==> config.mk <==
export PLATFORM = sky130hd
export DESIGN_NAME = mfp_pin_ctrl
export DESIGN_NICKNAME = d
export VERILOG_FILES = /design/src/hw/mfp_pkg.sv /design/src/hw/mfp_pin_ctrl.sv
export VERILOG_INCLUDE_DIRS = /design/src /design/src/hw
export SDC_FILE = /design/constraint.sdc
export NUM_CORES = 1
export LEC_CHECK = 0
export ABC_CLOCK_PERIOD_IN_PS = 2500
export BUFFER_PORTS_ARGS = -buffer_cell sky130_fd_sc_hd__buf_2
export CAP_MARGIN = 20
export CORE_MARGIN = 2
export CORE_UTILIZATION = 55
export DETAILED_ROUTE_END_ITERATION = 8
export GPL_ROUTABILITY_DRIVEN = 0
export PLACE_DENSITY = 0.8
export SETUP_SLACK_MARGIN = 0.4
export SYNTH_ARGS = -nofsm -noshare
export SYNTH_HDL_FRONTEND = slang
export SYNTH_SLANG_ARGS = --single-unit
==> constraint.sdc <==
create_clock -name clk_in -period 2.5 [get_ports clk_in]
set_input_delay 0.375 -clock clk_in [delete_from_list [all_inputs] [get_ports clk_in]]
set_output_delay 0.375 -clock clk_in [all_outputs]
set_load 0.01 [all_outputs]
==> src/hw/mfp_params.svh <==
// Offsets, field positions, reset values, function codes and timing of the multi-function pin
`ifndef MFP_PARAMS_SVH
`define MFP_PARAMS_SVH

// ------------------------------------------------------------
// Register offsets
// ------------------------------------------------------------
`define MFP_OFS_PIN_CTRL      7'h62
`define MFP_OFS_RSVD_A        7'h63
`define MFP_OFS_RSVD_B        7'h64
`define MFP_OFS_CLK_SRC       7'h65

// ------------------------------------------------------------
// Field positions of multi_pin_control and of the clock source register
// ------------------------------------------------------------
`define MFP_FLD_FUNC_HI       7
`define MFP_FLD_FUNC_LO       4
`define MFP_FLD_CLK_SEL       3
`define MFP_FLD_DURATION      2
`define MFP_FLD_PIN_LEVEL     1
`define MFP_FLD_GP_VALUE      0
`define MFP_FLD_CORE_SEL      0

// ------------------------------------------------------------
// Reset values
// ------------------------------------------------------------
`define MFP_RST_PIN_CTRL      8'h00
`define MFP_RST_CLK_SRC       8'h00
`define MFP_RST_RSVD          8'h00

// ------------------------------------------------------------
// Function select codes
// ------------------------------------------------------------
`define MFP_FN_DISABLED       4'h0
`define MFP_FN_ADC_WCLK       4'h1
`define MFP_FN_DIV1           4'h2
`define MFP_FN_DIV2           4'h3
`define MFP_FN_DIV4           4'h4
`define MFP_FN_DIV8           4'h5
`define MFP_FN_SHORT_IRQ      4'h6
`define MFP_FN_AGC_IRQ        4'h7
`define MFP_FN_GP_IN          4'h8
`define MFP_FN_GP_OUT         4'h9
`define MFP_FN_RESERVED       4'hA
`define MFP_FN_BUS_WCLK       4'hB
`define MFP_FN_BUTTON_IRQ     4'hC
`define MFP_FN_JACK_IRQ_A     4'hD
`define MFP_FN_JACK_IRQ_B     4'hE
`define MFP_FN_ALL_IRQ        4'hF

// ------------------------------------------------------------
// Timing
// ------------------------------------------------------------
`define MFP_CLK_KHZ           40000
`define MFP_IRQ_PULSE_US      2000
`define MFP_IRQ_CNT_W         24

`endif

==> src/hw/mfp_pkg.sv <==
// Types shared by the multi-function pin block
`include "mfp_params.svh"

package mfp_pkg;

    // Interrupt pulse generator states
    typedef enum logic [1:0] {
        MFP_IRQ_IDLE,
        MFP_IRQ_HIGH,
        MFP_IRQ_LOW
    } mfp_irq_state_t;

    // Interrupt sources entering the block
    typedef struct packed {
        logic short_circuit;
        logic agc_noise;
        logic headset;
        logic button;
    } mfp_irq_src_t;

    // Two-way pin drive
    typedef struct packed {
        logic out;
        logic oe;
    } mfp_pin_drv_t;

    // Register access request
    typedef struct packed {
        logic       wr;
        logic       rd;
        logic [6:0] addr;
        logic [7:0] wdata;
    } mfp_reg_req_t;

    // Whole state of the block
    typedef struct packed {
        logic [3:0]                 func;
        logic                       clk_sel;
        logic                       duration;
        logic                       gp_value;
        logic                       core_sel;
        logic                       sync1;
        logic                       sync2;
        logic                       clk_prev;
        logic [2:0]                 div_cnt;
        logic                       irq_prev;
        mfp_irq_state_t             irq_st;
        logic [`MFP_IRQ_CNT_W-1:0]  irq_cnt;
        mfp_pin_drv_t               pin;
        logic [7:0]                 rdata;
        logic                       core_clk;
        logic                       wclk_from_pin;
        logic                       button_sticky;
    } mfp_state_t;

endpackage

==> src/hw/mfp_pin_ctrl.sv <==
// Multi-function pin mux, pin clock divider, interrupt pulser and codec clock select
//
// Operation
// - Upper nibble selects pin function; zero disables the pin.
// - Code 0001 drives the ADC word clock onto the pin.
// - Codes 0010 to 0101 output the clock mux divided by 1, 2, 4, 8.
// - Code 0110 outputs short-circuit interrupt; 0111 the AGC noise interrupt.
// - Code 1000 makes the pin an input; 1001 makes it an output.
// - Read-only bit shows the level present on the pin.
// - In output mode the pin follows the output value bit.
// - Code 1011 makes the pin the bus word clock, direction from master mode.
// - Code 1100 outputs the active-high button interrupt level.
// - Codes 1101 and 1110 output headset OR button interrupt.
// - Code 1111 outputs OR of headset, button, short and AGC interrupts.
// - Clock source bit picks PLL output or divider mux for the pin divider.
// - Duration bit clear: each interrupt is one high pulse of about 2 ms.
// - Duration bit set: pulses repeat until the flags register is read.
// - One bit picks pll divided or bypass divider clock for the codec core.
// - Two reserved registers read zero; host never writes them.
// - Upper seven bits of the clock source register read zero.
// - Button flag is sticky until its status register is read.
`timescale 1ns/1ps
`include "mfp_params.svh"

module mfp_pin_ctrl #(
    parameter int PULSE_US  = `MFP_IRQ_PULSE_US,
    parameter int CLK_KHZ   = `MFP_CLK_KHZ,
    parameter int PULSE_CYC = (PULSE_US * CLK_KHZ) / 1000
) (
    // Clock and reset
    input  wire logic       clk_in,
    input  wire logic       rst_in,
    // Register access
    input  wire logic       reg_wr_in,
    input  wire logic       reg_rd_in,
    input  wire logic [6:0] reg_addr_in,
    input  wire logic [7:0] reg_wdata_in,
    output logic      [7:0] reg_rdata_out,
    // Status reads elsewhere that clear pin state
    input  wire logic       irq_flags_read_in,
    input  wire logic       button_status_read_in,
    // Interrupt sources
    input  wire logic       short_irq_in,
    input  wire logic       agc_noise_irq_in,
    input  wire logic       headset_irq_in,
    input  wire logic       button_irq_in,
    // Clock sources, sampled as ordinary levels
    input  wire logic       pll_clock_in,
    input  wire logic       clkdiv_mux_in,
    input  wire logic       pll_divided_clock_in,
    input  wire logic       bypass_divider_clock_in,
    input  wire logic       adc_word_clock_in,
    input  wire logic       bus_word_clock_in,
    input  wire logic       bus_master_in,
    // Multi-function pin
    input  wire logic       multi_function_pin_in,
    output logic            multi_function_pin_out,
    output logic            multi_function_pin_oe_out,
    // Results
    output logic            codec_core_clock_input_out,
    output logic            word_clock_from_pin_out,
    output logic            button_sticky_out
);

    // ------------------------------------------------------------
    // Helpers
    // ------------------------------------------------------------

    // Interrupt source that feeds the pulse generator for each code
    function automatic logic irq_select(input logic [3:0] fn,
                                        input mfp_pkg::mfp_irq_src_t src);
        case (fn)
            `MFP_FN_SHORT_IRQ:  irq_select = src.short_circuit;
            `MFP_FN_AGC_IRQ:    irq_select = src.agc_noise;
            `MFP_FN_JACK_IRQ_A,
            `MFP_FN_JACK_IRQ_B: irq_select = src.headset | src.button;
            `MFP_FN_ALL_IRQ:    irq_select = src.headset | src.button
                                           | src.short_circuit | src.agc_noise;
            default:            irq_select = 1'b0;
        endcase
    endfunction

    // True for codes that route through the pulse generator
    function automatic logic is_pulsed(input logic [3:0] fn);
        is_pulsed = (fn == `MFP_FN_SHORT_IRQ) || (fn == `MFP_FN_AGC_IRQ)
                 || (fn == `MFP_FN_JACK_IRQ_A) || (fn == `MFP_FN_JACK_IRQ_B)
                 || (fn == `MFP_FN_ALL_IRQ);
    endfunction

    localparam logic [`MFP_IRQ_CNT_W-1:0] PULSE_LAST = (`MFP_IRQ_CNT_W)'(PULSE_CYC - 1);

    // ------------------------------------------------------------
    // State
    // ------------------------------------------------------------
    mfp_pkg::mfp_state_t   s;
    mfp_pkg::mfp_state_t   next_s;
    mfp_pkg::mfp_irq_src_t src;
    logic                  sel_clk;
    logic                  clk_rise;
    logic                  irq_level;
    logic                  irq_rise;

    assign src = '{short_circuit: short_irq_in, agc_noise: agc_noise_irq_in,
                   headset: headset_irq_in, button: button_irq_in};

    // Pin clock source and its rising edge
    assign sel_clk   = s.clk_sel ? clkdiv_mux_in : pll_clock_in;
    assign clk_rise  = sel_clk & ~s.clk_prev;
    assign irq_level = irq_select(s.func, src);
    assign irq_rise  = irq_level & ~s.irq_prev;

    // ------------------------------------------------------------
    // Next-state logic
    // ------------------------------------------------------------
    always_comb begin
        next_s = s;

        // Synchroniser: first stage only feeds the second
        next_s.sync1 = multi_function_pin_in;
        next_s.sync2 = s.sync1;

        // Register writes; reserved registers and read-only bits ignore them
        if (reg_wr_in) begin
            if (reg_addr_in == `MFP_OFS_PIN_CTRL) begin
                next_s.func     = reg_wdata_in[`MFP_FLD_FUNC_HI:`MFP_FLD_FUNC_LO];
                next_s.clk_sel  = reg_wdata_in[`MFP_FLD_CLK_SEL];
                next_s.duration = reg_wdata_in[`MFP_FLD_DURATION];
                next_s.gp_value = reg_wdata_in[`MFP_FLD_GP_VALUE];
            end else if (reg_addr_in == `MFP_OFS_CLK_SRC) begin
                next_s.core_sel = reg_wdata_in[`MFP_FLD_CORE_SEL];
            end
        end

        // Register reads, one cycle latency; unmapped and reserved read zero
        if (reg_rd_in) begin
            case (reg_addr_in)
                `MFP_OFS_PIN_CTRL: next_s.rdata = {s.func, s.clk_sel, s.duration,
                                                   s.sync2, s.gp_value};
                `MFP_OFS_CLK_SRC:  next_s.rdata = {7'h00, s.core_sel};
                `MFP_OFS_RSVD_A,
                `MFP_OFS_RSVD_B:   next_s.rdata = `MFP_RST_RSVD;
                default:           next_s.rdata = 8'h00;
            endcase
        end

        // Pin clock divider counts rising edges of the selected source
        next_s.clk_prev = sel_clk;
        if (clk_rise) begin
            next_s.div_cnt = s.div_cnt + 3'h1;
        end

        // Interrupt pulse generator; a new event beats a flags read
        next_s.irq_prev = irq_level;
        case (s.irq_st)
            mfp_pkg::MFP_IRQ_IDLE: begin
                if (irq_rise) begin
                    next_s.irq_st  = mfp_pkg::MFP_IRQ_HIGH;
                    next_s.irq_cnt = '0;
                end
            end
            mfp_pkg::MFP_IRQ_HIGH: begin
                if (irq_rise && s.duration) begin
                    next_s.irq_cnt = '0;
                end else if (s.duration && irq_flags_read_in) begin
                    next_s.irq_st = mfp_pkg::MFP_IRQ_IDLE;
                end else if (s.irq_cnt == PULSE_LAST) begin
                    next_s.irq_cnt = '0;
                    next_s.irq_st  = s.duration ? mfp_pkg::MFP_IRQ_LOW
                                                : mfp_pkg::MFP_IRQ_IDLE;
                end else begin
                    next_s.irq_cnt = s.irq_cnt + 1'b1;
                end
            end
            mfp_pkg::MFP_IRQ_LOW: begin
                if (irq_rise) begin
                    next_s.irq_st  = mfp_pkg::MFP_IRQ_HIGH;
                    next_s.irq_cnt = '0;
                end else if (irq_flags_read_in || !s.duration) begin
                    next_s.irq_st = mfp_pkg::MFP_IRQ_IDLE;
                end else if (s.irq_cnt == PULSE_LAST) begin
                    next_s.irq_cnt = '0;
                    next_s.irq_st  = mfp_pkg::MFP_IRQ_HIGH;
                end else begin
                    next_s.irq_cnt = s.irq_cnt + 1'b1;
                end
            end
            default: begin
                next_s.irq_st = mfp_pkg::MFP_IRQ_IDLE;
            end
        endcase
        // Leaving the interrupt modes drops any pulse in flight
        if (!is_pulsed(s.func)) begin
            next_s.irq_st = mfp_pkg::MFP_IRQ_IDLE;
        end

        // Pin function mux
        next_s.pin = '{out: 1'b0, oe: 1'b0};
        next_s.wclk_from_pin = 1'b0;
        case (s.func)
            `MFP_FN_DISABLED:   next_s.pin = '{out: 1'b0, oe: 1'b0};
            `MFP_FN_ADC_WCLK:   next_s.pin = '{out: adc_word_clock_in, oe: 1'b1};
            `MFP_FN_DIV1:       next_s.pin = '{out: sel_clk, oe: 1'b1};
            `MFP_FN_DIV2:       next_s.pin = '{out: s.div_cnt[0], oe: 1'b1};
            `MFP_FN_DIV4:       next_s.pin = '{out: s.div_cnt[1], oe: 1'b1};
            `MFP_FN_DIV8:       next_s.pin = '{out: s.div_cnt[2], oe: 1'b1};
            `MFP_FN_GP_IN:      next_s.pin = '{out: 1'b0, oe: 1'b0};
            `MFP_FN_GP_OUT:     next_s.pin = '{out: s.gp_value, oe: 1'b1};
            `MFP_FN_BUS_WCLK: begin
                // Slave mode hands the pin's synchronised level to the bus
                if (bus_master_in) begin
                    next_s.pin = '{out: bus_word_clock_in, oe: 1'b1};
                end else begin
                    next_s.wclk_from_pin = s.sync2;
                end
            end
            `MFP_FN_BUTTON_IRQ: next_s.pin = '{out: button_irq_in, oe: 1'b1};
            `MFP_FN_RESERVED:   next_s.pin = '{out: 1'b0, oe: 1'b0};
            default: begin
                next_s.pin = '{out: (s.irq_st == mfp_pkg::MFP_IRQ_HIGH), oe: 1'b1};
            end
        endcase

        // Codec core clock select, registered as a sampled level
        next_s.core_clk = s.core_sel ? bypass_divider_clock_in
                                     : pll_divided_clock_in;

        // Sticky button flag: a press in the clearing cycle stays set
        if (button_irq_in) begin
            next_s.button_sticky = 1'b1;
        end else if (button_status_read_in) begin
            next_s.button_sticky = 1'b0;
        end
    end

    // ------------------------------------------------------------
    // State register
    // ------------------------------------------------------------
    always_ff @(posedge clk_in or posedge rst_in) begin
        if (rst_in) begin
            s          <= '0;
            s.irq_st   <= mfp_pkg::MFP_IRQ_IDLE;
            s.func     <= 4'(`MFP_RST_PIN_CTRL >> `MFP_FLD_FUNC_LO);
            s.core_sel <= 1'(`MFP_RST_CLK_SRC);
        end else begin
            s <= next_s;
        end
    end

    // Outputs straight from state flip-flops
    assign reg_rdata_out              = s.rdata;
    assign multi_function_pin_out     = s.pin.out;
    assign multi_function_pin_oe_out  = s.pin.oe;
    assign codec_core_clock_input_out = s.core_clk;
    assign word_clock_from_pin_out    = s.wclk_from_pin;
    assign button_sticky_out          = s.button_sticky;
endmodule // mfp_pin_ctrl

==> summary.md, run 1 <==
| Metric | Value |
|---|---|
| # nets final | 431 |
| Clock latency on the worst-skew pair | 0.31 ns |
| Comb pwr share | 12.9% |
| TritonCTS Buffers | 5 |
| CP Capture Type | flop |
| Fmax | 461 MHz |
| RSZ-0062 raised after global routing | true |
| Power, Total | about 1700 uW |
| CP max FO | 7 |
| Fin. max-slew vios | 0 |
| WL/cell | 17.2 um |
| Hold Crit Class | in -> async |
| Sequential fraction of the synthesis area | 45.1% |
| Vias per cell | 6.15 |
| Status | complete, no violations |
| Int Pwr | 1240 uW |
| Total I/O pin count | 46 |
| Sw Pwr | 479 uW |
| Initial antenna violation count | 0 |
| Number of H-tree levels | 2 |
| Worst-path clk slew | between 0.1 and 0.15 ns |
| Cells after Synth | around 310 |
| CTS tree | built |
| Synthesis-to-finish area growth | 29.2% |
| First-pass GRT wire length | roughly 12000 um |
| Largest net degree at the start of global routing | 26 |
| Setup-failing EPs final | 0 |
| Antenna Cells | 0 |
| Post-detail-place hpwl | 4720 um |
| Slew @ Worst Pin | ~0.54 ns |
| Vias in the first global route | 2660 |
| Worst vdd ir | approximately 0.37 mV |
| Clk sink count | 54 |
| Final hold violation count | 0 |
| Share of the synthesized area in the top cell type | 45.1% |
| First-pass detailed-route iteration total | 5 |
| Startpoint types | flop |
| Die height | 77.8 um |
| Fin worst setup slack | 0.332 ns |
| Syn. warnings | 0 |
| Lkg Pwr | roughly 0.0017 uW |
| Max Cap Viol | 0 |
| Pre-CTS worst setup slack | 0.145 ns |
| Crit path kind | reg -> reg |
| Root Driver | clkbuf_8 |
| Syn Area/Cell | 9.57 um2 |
| Relative slew slack | 64.0% |
| Post-synth top area cell | dfrtp_1 |
| Core ar. | 5170 um2 |
| Fraction of layout cells with a size suffix above 1 | 38.7% |
| WP data required | ~2.7 ns |
| Worst Path Arrival | 2.38 ns |
| Number of buffers added on ports | 44 |
| Clock power frac | 30.8% |
| Cell variety after synth | 58 |
| Ys async rst share | 100% |
| Most frequent cells in the layout | dfrtp_1, buf_2, buf_4, nand2_1, nor2_1 |
| Switching share of power | 27.8% |
| Synth Net Count | 352 |
| Synth Cell Area | 2990 um2 |
| Commonest non-fill, non-tap cell in the layout | dfrtp_1 |
| First DRT Iteration DRCs | 255 |
| Fin cells | between 400 and 500 |
| Clock period minus worst slack | around 2.2 ns |
| Max Root-Sink Buffers | 2 |
| Tcrit/Tclk final | 86.7% |
| ANT nets after route | 0 |
| Seq pwr share | 56.3% |
| Post-CTS Hold Buffers | 0 |
| Setup TNS | 0 ns |
| Fill count | about 310 |
| Post-Route Skew | around 0.0097 ns |
| Initial Util | 57.9% |
| Final hold slack | 0.0843 ns |
| Ys flop type | dfrtp_1 |
| Post-synth EDFFs | 0 |
| Die width | between 70 and 80 um |
| Die ar. | between 6000 and 7000 um2 |
| DRC Markers | 0 |
| Cell Count Post-Placement | 421 |
| GR Overflow Total | 0 |
| Pwr dens | around 450 nW/um2 |
| Dominant cells by area after synthesis | dfrtp_1, mux2_2, nand2_1, nand3_1, a22o_1 |
| FP Rows | 26 |
| Vias | 2846 |
| Worst reg2reg path depth | 8 |
| Synth Register Bits | 54 |
| Total Wirelength | 7960 um |
| Total GRT Usage | 24.4% |
==> sequential cells by signal, summed over array words and instances (netlist names) <==
signal and flops:
s 40, reg_rdata_out 8, button_sticky_out 1, codec_core_clock_input_out 1, multi_function_pin_oe_out 1, multi_function_pin_out 1, next_s 1, word_clock_from_pin_out 1
==> critical path, cell delays in order (launching register included) <==
cell and delay [ns]:
dfrtp_1 0.43, or4_4 0.56, nor3_4 0.26, nand2_2 0.12, o211ai_4 0.10, buf_12 0.16, buf_8 0.13, nor2_4 0.03
a211o_1 0.27
==> final cells by class <==
| cell class | count | area [um2] | share of cell area [%] |
|---|---|---|---|
| Multi-Input combinational cell | 224 | 1660 | 42.9 |
| Sequential cell | 54 | 1360 | 35.1 |
| Timing Repair Buffer | 89 | 601 | 15.5 |
| Tap cell | 70 | 87.6 | 2.26 |
| Clock buffer | 5 | 68.8 | 1.78 |
| Inverter | 18 | 67.6 | 1.75 |
| Clock inverter | 3 | 26.3 | 0.679 |
==> through the flow <==
stage	area, um2	util, %
2_1_floorplan	2990	-
3_3_place_gp	3280	63.4
3_5_place_dp	3280	63.4
4_1_cts	3550	68.6
5_1_grt	3870	74.8
6_report	3870	74.8
==> Yosys cell counts, drive strengths merged, types with 2 or more instances <==
master / instances
or3: 2
and2: 2
inv: 17
o21ai: 31
clkbuf: 4
mux2: 14
and4: 2
o211ai: 3
nor2b: 6
or4: 2
a21oi: 12
nand2: 31
nor3: 10
nand3b: 2
mux2i: 5
dfrtp: 54
or2: 2
nor4: 6
nor2: 24
buf: 14
and3: 2
a21o: 2
a221o: 4
nand3: 18
ha: 6
nand4: 3
a22o: 10
a41o: 2
a22oi: 2
or4b: 2
==> worst paths after layout <==
kind / startpoint / endpoint / slack (ns)
max: s[33]$_DFFE_PP0P_ / s[18]$_DFFE_PP0P_ / 0.33
min: rst_in / reg_rdata_out[2]$_DFFE_PP0P_ / 0.08
max reg2reg: s[33]$_DFFE_PP0P_ / s[18]$_DFFE_PP0P_ / 0.33
min reg2reg: next_s[44]$_DFF_PP0_ / s[44]$_DFF_PP0_ / 0.37
max in group asynchronous: rst_in / s[50]$_DFFE_PP0P_ / 1.75
min in group clk_in: multi_function_pin_in / next_s[44]$_DFF_PP0_ / 0.15
==> cell families (layout without fill, tap and decap cells) <==
group                    after synthesis  after routing  synth area share [%]
buffers and inverters                 36            115                  5.93
flip-flops                            54             54                  45.1
multiplexers                          19             19                  7.06
adder cells (fa/ha/maj)                6              6                  2.51
AND/OR/NAND/NOR                      118            119                  20.5
XOR/XNOR                               2              2                 0.585
AO/OA/AOI/OAI                         78             78                  18.3
==> per-layer routing <==
layer / vias up / track usage [%] / routed length [um]
met5: - / 0 / 0
met1: 1391 / 32.7 / 3360
li1: 1294 / - / -
met4: 0 / 7.68 / 170
met3: 23 / 4.19 / 428
met2: 138 / 40.5 / 4000
==> power by group through the flow <==
stage,sequential [uW],combinational (uW),clock (uW)
after detailed placement,985,196,0
after global placement,980,186,0
final,970,222,531
after global routing,978,252,564
after CTS,969,201,531
after floorplan,971,127,0
==> repair_timing <==
item                                    in CTS  in global routing
endpoints found under the setup margin      17                 25
pin swaps                                    6                 24
resized for setup                           13                 37
setup buffers                               16                 17
cloned                                       0                  1
No activity file was read; power rests on OpenSTA's default activity.
==> run 2, diff against run 1 <==
- ABC_AREA: unset -> 1
- PLACE_DENSITY: 0.8 -> 0.78
==> run 2 against run 1 <==
  * Flip-flop and latch count unchanged
  * Synthesized area increased by 24%
  * Hold slack improved by 0.055 ns
  * Register-to-register slack improved by 0.16 ns
  * Via count increased by 35%
  * Worst setup slack improved by 0.16 ns
  * Core utilization decreased by 10 points
  * Non-clock buffer count decreased by 36
==> summary.md, run 2 <==
| Metric | Value |
|---|---|
| CTS tree | built |
| Synth Cell Area | 3720 um2 |
| Cells after Synth | 558 |
| Post-synth top area cell | dfrtp_1 |
| Fin. max-slew vios | 0 |
| Cell Count Post-Placement | 660 |
| Max Root-Sink Buffers | 2 |
| Synthesis-to-finish area growth | 11.5% |
| Clock latency on the worst-skew pair | 0.32 ns |
| Total GRT Usage | 26.4% |
| Die width | 86.3 um |
| Commonest non-fill, non-tap cell in the layout | nand2_1 |
| Clk sink count | 54 |
| Syn. warnings | 0 |
| Worst vdd ir | approximately 0.8 mV |
| GR Overflow Total | 0 |
| # nets final | 633 |
| Final hold violation count | 0 |
| Cell mode on critical path | nand2_1 |
| Total I/O pin count | 46 |
| Synth Register Bits | 54 |
| Most common cell in the netlist | nand2_1 |
| Post-Route Skew | roughly 0.0085 ns |
| Pwr dens | between 600 and 700 nW/um2 |
| Post-DP Area | 3950 um2 |
| CP Cell Sequence | nand2_2 > clkinv_1 > nand2_1 > nand2_1 > nand2_2 > nand2_4 > nand2_8 > a21oi_4 > nand3_4 > nand2_1 > o21ai_1 |
| Tcrit/Tclk final | 80.2% |
| Most frequent cells in the layout | nand2_1, nor2_1, nand3_1, inv_1, dfrtp_1 |
| Setup TNS | 0 ns |
| Largest net degree at the start of global routing | 35 |
| CP bufs+invs | 1 |
| WP data required | 2.70 ns |
| Fin worst setup slack | 0.494 ns |
| Relative slew slack | 55.7% |
| Grt met3 use | 3.43% |
| WL/cell | 14.5 um |
| Crit path kind | reg -> reg |
| Post-detail-place hpwl | 6870 um |
| Post-synth top cells | nand2_1, nor2_1, nand3_1 |
| Dominant cells by area after synthesis | dfrtp_1, nand2_1, nand3_1, nor2_1, inv_1 |
| Max Cap Viol | 0 |
| Clock period minus worst slack | 2.01 ns |
| Vias | ~3800 |
| Ys async rst share | 100% |
| Most flop-heavy register | s |
| ANT nets after route | 0 |
| Antenna Cells | 0 |
| Final Cell Area | a little over 4000 um2 |
| Total Wirelength | 9760 um |
| Startpoint types | flop |
| TritonCTS Buffers | 5 |
| RR Startpoint | s[50]$_DFFE_PP0P_ |
| Root Driver | clkbuf_8 |
| Die height | 86.3 um |
| Number of buffers added on ports | 44 |
| CP Capture Type | flop |
| Final hold slack | 0.139 ns |
| Vias in the first global route | 3563 |
| Synth Net Count | 597 |
| FP Rows | 29 |
| Core ar. | 6460 um2 |
| Met2 global-route usage | 42.4% |
| Crit path from | s[50]$_DFFE_PP0P_ |
| Die ar. | 7450 um2 |
| Initial antenna violation count | 0 |
| Status | complete, no violations |
| Worst-path clk slew | 0.10 ns |
| CP peak stage delay | 0.47 ns |
| RSZ-0062 raised after global routing | false |
| DRC Markers | 0 |
| Lkg Pwr | 0.00207 uW |
| Fmax | 499 MHz |
| Slew @ Worst Pin | between 0.6 and 0.7 ns |
| Syn Area/Cell | about 6.7 um2 |
| Setup-failing EPs final | 0 |
| Met1 Use GR | 37.2% |
| Hold Crit Class | in -> async |
| CP max FO | 24 |
| Sequential fraction of the synthesis area | 36.3% |
| Post-synth EDFFs | 0 |
| Number of H-tree levels | 2 |
| Fin cells | about 670 |
| Vias per cell | 5.71 |
| Largest delay contributor family on the critical path | simple AND/OR/NAND/NOR gates |
| Share of the synthesized area in the top cell type | a little over a third |
| Pre-CTS worst setup slack | 0.390 ns |
| Ys flop type | dfrtp_1 |
| Fraction of layout cells with a size suffix above 1 | between 10 and 15% |
| Initial Util | 57.7% |
| First-pass GRT wire length | 15800 um |
| Worst Path Arrival | roughly 2.2 ns |
| Cell variety after synth | 38 |
| First-pass detailed-route iteration total | 7 |
| Largest register FFs | 40 |
| Crit-path slowest cell | dfrtp_1 |
| First DRT Iteration DRCs | 505 |
| Most used routing layer | met2 |
==> run 2: cell types whose count changed in the layout (fill, tap and decap cells not counted), moves of 6 or more <==
cell,before,now
inv_1,14,53
o31ai_1,0,7
a22o_1,10,0
nand3_1,17,60
mux2_2,14,0
nand4_1,3,18
buf_4,38,8
nor2_1,19,65
nor2b_1,6,0
nand2_1,30,185
xor2_1,1,8
==> run 2: path summary, 6_finish.rpt <==
| path | end | slack, ns | cells after the start |
|---|---|---|---|
| setup / recovery | s[16]$_DFFE_PP0P_ | 0.49 | 11 |
| hold / removal | codec_core_clock_input_out$_DFF_PP0_ | 0.14 | 2 |
| setup reg to reg | s[16]$_DFFE_PP0P_ | 0.49 | 11 |
| hold reg to reg | s[44]$_DFF_PP0_ | 0.37 | 0 |
| max in group asynchronous | s[25]$_DFFE_PP0P_ | 1.72 | 3 |
| min in group clk_in | next_s[44]$_DFF_PP0_ | 0.18 | 1 |
==> run 2: worst register-to-register path: stages (launching register included) <==
cell      delay, ns
dfrtp_1        0.47
nand2_2        0.12
clkinv_1       0.08
nand2_1        0.06
nand2_1        0.08
nand2_2        0.07
nand2_4        0.11
nand2_8        0.15
a21oi_4        0.31
nand3_4        0.27
nand2_1        0.12
o21ai_1        0.06
==> run 2: what timing repair did <==
item | CTS | global route
cloned | 0 | 2
setup endpoints to repair | 3 | 26
hold buffers | 0 | 0
gates resized for setup | 1 | 11
pin swaps | 0 | 3
buffers inserted | 0 | 2
==> run 2: logic make-up (layout without fill, tap and decap cells) <==
kind of cell	after synthesis	in the layout	synth area share, %
and+or+nand+nor	354	356	41.5
AOI/OAI and AO/OA	50	50	7.99
buffers and inverters	84	119	9.84
adders and majority gates	6	6	2.02
DFF	54	54	36.3
xor gates and xnor gates	10	10	2.35
==> run 2: metal layers <==
metal | share of wire (%) | routed length, um
met1 | 44 | 4290
met3 | 8.2 | 799
met4 | 1.6 | 158
met5 | 0 | 0
met2 | 46 | 4520
==> run 2: cell type report <==
| type | count | area, um2 |
|---|---|---|
| clock inverter | 2 | 16.3 |
| multi-input combinational | 422 | 2090 |
| timing repair buffer | 53 | 300 |
| inverter | 58 | 218 |
| clock buffer | 6 | 82.6 |
| fill | 596 | 2310 |
| sequential | 54 | 1350 |
| tap | 77 | 96.3 |
==> run 2: power by group <==
group | internal (uW) | total, uW | switching (uW)
Combinational | 410 | 1320 | 915
Sequential | 955 | 1030 | 70.5
Clock | 229 | 547 | 318
==> run 2: per-stage QoR <==
stage          util, %  total power [uW]
2_1_floorplan        -              1850
3_3_place_gp      61.1              2110
3_5_place_dp      61.1              2140
4_1_cts           62.7              2680
5_1_grt           64.3              3060
6_report          64.3              2900
